File: src/rscl_regs.svh
// Purpose: Named constants for the strap configuration latch.
// Assumes: Included by the strap latch files only.
// Notes: Bit positions refer to the basic control register (0h), except the broadcast bit of the misc register (16h).
`ifndef RSCL_REGS_SVH
`define RSCL_REGS_SVH

`define RSCL_CTRL_SPEED_BIT 13
`define RSCL_CTRL_ANEG_BIT 12
`define RSCL_CTRL_ISO_BIT 10
`define RSCL_CTRL_DUPLEX_BIT 8
`define RSCL_CTRL_RST_VAL 16'h0000
`define RSCL_ADV_RST_VAL 16'h0001
`define RSCL_ADV_100_MASK 16'h0380
`define RSCL_ADV_10_MASK 16'h0060
`define RSCL_MISC_BCAST_BIT 9
`define RSCL_ADDR_HI 2'h0
`define RSCL_ADDR_DEFAULT 3'h1
`define RSCL_STRAP_DEFAULT 10'h087

`define RSCL_OFS_CTRL 5'h00
`define RSCL_OFS_ADV 5'h04
`define RSCL_OFS_MISC 5'h16
`define RSCL_OFS_STRAP 5'h1E

`endif

File: src/rscl_pkg.sv
// Purpose: Types for the strap configuration latch.
// Assumes: Nothing beyond the header.
// Notes: Strap vector bit layout is fixed by rscl_strap_type.
package rscl_pkg;
  typedef struct packed {
    logic [2:0] addr;
    logic [2:0] mode;
    logic iso;
    logic speed;
    logic duplex;
    logic aneg;
  } rscl_strap_type;

  typedef enum logic [2:0] {
    RSCL_ST_RESET = 3'h1,
    RSCL_ST_SAMPLE = 3'h2,
    RSCL_ST_RUN = 3'h4
  } rscl_state_type;
endpackage

File: src/rscl_cfg_mem.sv
// Purpose: Small register array holding the seeded control words.
// Assumes: One write port, one read port with registered data.
// Notes: Contents are loaded by the latch, then by software.
`timescale 1ns/1ps
module rscl_cfg_mem #(
  parameter int DEPTH = 4,
  parameter int AW = 2
) (
  // Clock
  input wire logic clk_i,
  // Write port
  input wire logic we_i,
  input wire logic [AW-1:0] waddr_i,
  input wire logic [15:0] wdata_i,
  // Read port
  input wire logic [AW-1:0] raddr_i,
  output logic [15:0] rdata_o
);
  logic [15:0] mem [DEPTH];

  always_ff @(posedge clk_i) begin
    if (we_i) begin
      mem[waddr_i] <= wdata_i;
    end
    rdata_o <= mem[raddr_i];
  end
endmodule

File: src/rscl_latch.sv
// Purpose: Samples strap pins at reset release; seeds control words.
// Assumes: Straps synchronous to clk_i; register port of the core.
// Notes: Shared pins become outputs only after the sample.
//
// Contract
// - Sample all straps once at reset release.
// - Address straps give low bits, default 1.
// - Address bits 4:3 are always zero.
// - Address 0 broadcast unless strap/bit 9 disables.
// - Capture interface mode field at release.
// - Isolate strap seeds control bit 10.
// - Speed strap seeds bit 13 and advertisement.
// - Duplex strap seeds control bit 8.
// - Autoneg strap seeds control bit 12.
// - Low pin-chain test strap enables test mode.
// - Shared pins input during reset, output after.
//
// Local design decisions: the strobed register port and the register offsets.
`timescale 1ns/1ps
`include "rscl_regs.svh"
module rscl_latch (
  // Clock and reset
  input wire logic clk_i,
  input wire logic rstn_i,
  // Strap pins, shared with outputs
  input wire rscl_pkg::rscl_strap_type strap_i,
  input wire logic bcast_disable_strap_i,
  input wire logic test_strap_n_i,
  input wire rscl_pkg::rscl_strap_type func_out_i,
  output rscl_pkg::rscl_strap_type strap_o,
  output rscl_pkg::rscl_strap_type strap_oe_o,
  // Register port
  input wire logic [4:0] addr_i,
  input wire logic [15:0] wdata_i,
  input wire logic wr_i,
  input wire logic rd_i,
  output logic [15:0] rdata_o,
  // Configuration outputs
  output logic [4:0] mgmt_addr_o,
  output logic [2:0] if_mode_o,
  output logic bcast_en_o,
  output logic test_mode_o,
  output logic cfg_valid_o
);
  import rscl_pkg::*;

  rscl_state_type state;
  rscl_state_type next_state;
  rscl_strap_type lat;
  logic bcast_off_lat;
  logic test_n_lat;
  logic bcast_sw;
  logic rd_q;
  logic [1:0] rd_sel;
  logic [15:0] mem_rdata;

  function automatic logic [15:0] ctrl_seed(input rscl_strap_type s);
    logic [15:0] v;
    v = `RSCL_CTRL_RST_VAL;
    v[`RSCL_CTRL_SPEED_BIT] = s.speed;
    v[`RSCL_CTRL_ANEG_BIT] = s.aneg;
    v[`RSCL_CTRL_ISO_BIT] = s.iso;
    v[`RSCL_CTRL_DUPLEX_BIT] = s.duplex;
    return v;
  endfunction

  function automatic logic [15:0] adv_seed(input logic spd);
    return spd ? (`RSCL_ADV_RST_VAL | `RSCL_ADV_100_MASK | `RSCL_ADV_10_MASK)
               : (`RSCL_ADV_RST_VAL | `RSCL_ADV_10_MASK);
  endfunction

  // Decode
  wire sampling = (state == RSCL_ST_SAMPLE);
  wire running = (state == RSCL_ST_RUN);
  wire hit_ctrl = (addr_i == `RSCL_OFS_CTRL);
  wire hit_adv = (addr_i == `RSCL_OFS_ADV);
  wire hit_misc = (addr_i == `RSCL_OFS_MISC);
  wire hit_strap = (addr_i == `RSCL_OFS_STRAP);
  wire sw_we = wr_i && running && (hit_ctrl || hit_adv);
  wire [1:0] sw_waddr = hit_adv ? 2'h1 : 2'h0;
  // Seeding uses slot 0 on the sample cycle, slot 1 the cycle after
  wire seed_ctrl = sampling;
  wire seed_adv = (state == RSCL_ST_RUN) && !cfg_valid_o;
  wire mem_we = seed_ctrl || seed_adv || sw_we;
  wire [1:0] mem_waddr = seed_ctrl ? 2'h0 : (seed_adv ? 2'h1 : sw_waddr);
  wire [15:0] mem_wdata = seed_ctrl ? ctrl_seed(strap_i) :
                          (seed_adv ? adv_seed(lat.speed) : wdata_i);
  wire [1:0] mem_raddr = hit_adv ? 2'h1 : 2'h0;
  wire [15:0] misc_word = {6'h00, bcast_sw, 9'h000};
  wire [15:0] strap_word = {3'h0, bcast_off_lat, test_n_lat, lat.addr,
                            lat.mode, lat.iso, lat.speed, lat.duplex,
                            lat.aneg, 1'b0};
  wire [15:0] side_word = (rd_sel == 2'h2) ? misc_word :
                          (rd_sel == 2'h3) ? strap_word : 16'h0000;

  always_comb begin
    case (state)
      RSCL_ST_RESET: next_state = RSCL_ST_SAMPLE;
      RSCL_ST_SAMPLE: next_state = RSCL_ST_RUN;
      RSCL_ST_RUN: next_state = RSCL_ST_RUN;
      default: next_state = RSCL_ST_RESET;
    endcase
  end

  always_ff @(posedge clk_i) begin
    if (!rstn_i) begin
      state <= RSCL_ST_RESET;
    end else begin
      state <= next_state;
    end
  end

  // One sample in the SAMPLE state, the second cycle after reset release
  always_ff @(posedge clk_i) begin
    if (!rstn_i) begin
      lat <= rscl_strap_type'(`RSCL_STRAP_DEFAULT);
      bcast_off_lat <= 1'b0;
      test_n_lat <= 1'b1;
    end else if (sampling) begin
      lat <= strap_i;
      bcast_off_lat <= bcast_disable_strap_i;
      test_n_lat <= test_strap_n_i;
    end
  end

  always_ff @(posedge clk_i) begin
    if (!rstn_i) begin
      bcast_sw <= 1'b0;
    end else if (wr_i && running && hit_misc) begin
      bcast_sw <= wdata_i[`RSCL_MISC_BCAST_BIT];
    end
  end

  // Outputs of the configuration
  always_ff @(posedge clk_i) begin
    if (!rstn_i) begin
      mgmt_addr_o <= {`RSCL_ADDR_HI, `RSCL_ADDR_DEFAULT};
      if_mode_o <= 3'h0;
      bcast_en_o <= 1'b1;
      test_mode_o <= 1'b0;
      cfg_valid_o <= 1'b0;
    end else begin
      mgmt_addr_o <= {`RSCL_ADDR_HI, lat.addr};
      if_mode_o <= lat.mode;
      bcast_en_o <= !(bcast_off_lat || bcast_sw);
      test_mode_o <= !test_n_lat;
      cfg_valid_o <= running;
    end
  end

  // Pins stay inputs until the sample is taken
  always_ff @(posedge clk_i) begin
    if (!rstn_i) begin
      strap_o <= '0;
      strap_oe_o <= '0;
    end else begin
      strap_o <= func_out_i;
      strap_oe_o <= running ? '1 : '0;
    end
  end

  always_ff @(posedge clk_i) begin
    if (!rstn_i) begin
      rd_q <= 1'b0;
      rd_sel <= 2'h0;
    end else begin
      // Unmapped reads leave rd_q low and so read as zero
      rd_q <= rd_i && (hit_ctrl || hit_adv || hit_misc || hit_strap);
      rd_sel <= hit_ctrl ? 2'h0 : hit_adv ? 2'h1 : hit_misc ? 2'h2 : 2'h3;
    end
  end

  rscl_cfg_mem #(
    .DEPTH(4),
    .AW(2)
  ) u_mem (
    .clk_i(clk_i),
    .we_i(mem_we),
    .waddr_i(mem_waddr),
    .wdata_i(mem_wdata),
    .raddr_i(mem_raddr),
    .rdata_o(mem_rdata)
  );

  // Read data muxed combinationally from registered sources
  logic [15:0] read_word;
  assign read_word = (rd_sel[1] == 1'b0) ? mem_rdata : side_word;
  // Memory data already leave a register, so only a select follows it;
  // this keeps the answer in the cycle right after the read strobe
  assign rdata_o = rd_q ? read_word : 16'h0000;
endmodule

File: config.mk
export PLATFORM = sky130hd
export DESIGN_NAME = rscl_latch
export DESIGN_NICKNAME = d
export VERILOG_FILES = /design/src/rscl_pkg.sv /design/src/rscl_cfg_mem.sv /design/src/rscl_latch.sv
export VERILOG_INCLUDE_DIRS = /design/src
export SDC_FILE = /design/constraint.sdc
export NUM_CORES = 1
export LEC_CHECK = 0
export BUFFER_PORTS_ARGS = -buffer_cell sky130_fd_sc_hd__buf_2
export CORE_AREA = 2 2 126 128
export CTS_CLUSTER_DIAMETER = 150
export CTS_CLUSTER_SIZE = 12
export DETAILED_ROUTE_END_ITERATION = 16
export DIE_AREA = 0 0 128 130
export PLACE_DENSITY = 0.46
export SYNTH_ARGS = -nofsm -noshare
export SYNTH_HDL_FRONTEND = slang
export SYNTH_HIERARCHICAL = 1
export SYNTH_SLANG_ARGS = --single-unit
File: constraint.sdc
create_clock -name clk_i -period 5.3 [get_ports clk_i]
set_input_delay 0 -clock clk_i [delete_from_list [all_inputs] [get_ports clk_i]]
set_output_delay 0 -clock clk_i [all_outputs]
set_load 0.01 [all_outputs]
==> results.yml <==
floorplan:
  die_y_um: 130
  start_util_pct: 29.3
  die_area_um2: 16600
  fp-row-count: 46
  io_pins: 94
  die_x_um: 128
  core_um2: 15400
cts:
  cts-htree-levels: 4
  clock_latency_ps: 400
  cts.sinks: 118
  postCtsSetupBuffers: 0
  cts_tree: "built"
  cts-root-buf: "clkbuf_16"
  cts_resized: 0
  cts_buffers: 17
  ctsHoldBuffers: 34
  clk_pin_slew_ps: 50
  cts_buffer_depth: 2
synth:
  synthCells: 321
  synth_top_flop_cell: "edfxtp_1"
  synth_most_common_cell: "edfxtp_1"
  synth_area_um2: 4530
  seq_area_frac_synth_pct: 66.4
  yosysTopAreaCellShare_pct: 42.5
  synth_warnings: 6
  synth_enable_flop_cells: 64
  ys_top_cells_by_count: "edfxtp_1 (64), dfxtp_1 (54), and2_1 (22)"
  synth_cell_type_count: 43
  syn-mean-instance-area_um2: 14.1
  synth.top_cells.by_area: "edfxtp_1 (42%), dfxtp_1 (24%), mux4_2 (5.0%)"
  async_reset_ff_share_pct: 0
  ys_ff_latch: 118
  yosys.area.top_type: "edfxtp_1"
routing:
  routed_wl_um: 10300
  drtAntennaViolNets: 0
  wire_per_inst_um: 15.9
  num_vias: 2852
  drtIter0Drc: 144
  drt_first_pass_iters: 4
  drc: 0
  post_drt_via_cell_ratio: 4.40
placed_design:
  placed_cell_area_um2: 5050
  dp_cells: 583
  dp_hpwl_um: 6760
  dp_slack_ps: 2410
  place.gp.congestion: 0.687
  io_buffers: 91
sta:
  finalCritPeriodShare_pct: 53.4
  rsz0062_at_grt: "false"
  hold_ws_ps: 21.4
  slew_headroom_pct: 35.2
  hold_viol: 0
  drv_slew: 0
  skew_ps: 4.14
  min_period_ps: 2830
  max_freq_mhz: 353
  finalSetupViolations: 0
  worstMarginPinSlew_ps: 973
  timing.final.ws_setup_ps: 2470
  fin_tns_setup_ps: 0
grt:
  grt_start_max_net_pins: 40
  grt_pass1_vias: 2863
  antenna_found_initial: 0
  grt_use_total_pct: 13.1
  grt.overflow.total: 0
  grt_pass1_wl_um: 15800
critical_path:
  r2r_cells: 4
  cp_data_arrival_time_ps: 2860
  critPathLaunchType: "register"
  cp_num_buf_inv: 0
  path_class: "register to register"
  worst_path_largest_cell_delay_ps: 720
  crit_fanout: 16
  rrSetupSlack_ps: 2470
  cp_top_family: "simple AND/OR/NAND/NOR gates"
  cp_cell_sequence: "or3b_1 > a21oi_2 > a31o_2 > and3b_1"
  r2r-end: "u_mem/mem[1][11]"
  required_ps: 5330
  end_kind: "register"
  r2r-start: "state[2]"
  crit_path_start: "state[2]"
  worst_path_max_delay_cell: "and3b_1"
worst_hold_path:
  min_path_type: "primary input to register"
  hold_path_end: "u_mem/mem[0][2]"
  min_from: "wdata_i[2]"
  hold_path_depth: 2
cells_and_area:
  postLayoutCellArea_um2: 5970
  final_cells: 648
  num-fill-cells: 1506
  syn2layout_area_growth_pct: 31.9
  drive_above_1_share_pct: 30.0
  postLayoutCoreUtil_pct: 38.7
  num_antenna_cells: 0
  fin_nets: 491
status:
  status: "finished clean"
flow_run:
  max_cap_viol_count: 0
power_and_ir_drop:
  power_density_nw_per_um2: 407
  ir_drop_uv: 237
  leakagePower_nw: 2.38
  finalPower_mw: 2.43
==> routing by layer <==
layer,routed length (um),vias up,track usage [%]
met5,0,-,0
met3,545,7,4.43
met1,4830,1377,16.9
met2,4810,81,20.7
met4,87,0,4.46
li1,-,1387,-
==> layout by cell type (no fill, tap or decap), types with 12 or more instances in the layout <==
cell type      count
a21boi_0          13
and2_1            22
buf_2             91
clkbuf_16         17
dfxtp_1           54
dlygate4sd3_1     34
edfxtp_1          64
nand2_1           20
nand2b_1          13
nand3_1           13
nor2_1            19
o21ai_0           12
==> worst max path at each step <==
stage,endpoint,cells after the start,slack (ps)
after global placement,u_mem/mem[1][4],4,2450
after floorplan,u_mem/mem[0][0],5,2410
final,u_mem/mem[1][11],4,2470
after detailed placement,u_mem/mem[1][14],4,2410
after CTS,u_mem/mem[1][12],4,2380
after global routing,u_mem/mem[1][14],4,2240
==> where the power goes <==
group          internal, mW  total, mW  switching, mW
Sequential             1.05       1.10         0.0439
Combinational         0.101      0.220          0.120
Clock                 0.736       1.12          0.379
Total                  1.89       2.43          0.543
==> layout make-up <==
class	count	area [um2]	area share (%)
multi-input cells	176	1320	22.1
clock inverters	13	138	2.31
flip-flops and latches	118	3000	50.3
inverters	3	11.3	0.189
well taps	192	240	4.02
clock buffers	18	439	7.36
repair buffers	128	818	13.7
==> logic make-up after synthesis <==
kind of cell	count (synthesis)	synth area share, %
compound gates	37	5.39
xor+xnor	1	0.194
buf+inv	33	5.06
flops	118	66.4
mux	18	8.90
other cells	1	0.0829
simple gates	113	14.0
==> flip-flops by register name, indices dropped and copies added (netlist names), 2 cells and up <==
signal and cells:
mgmt_addr_o 3, state 3, u_mem/mem 64, if_mode_o 3, strap_o 10, rd_sel 2, lat 10, u_mem/rdata_o 16
No activity file was read; power rests on OpenSTA's default activity.
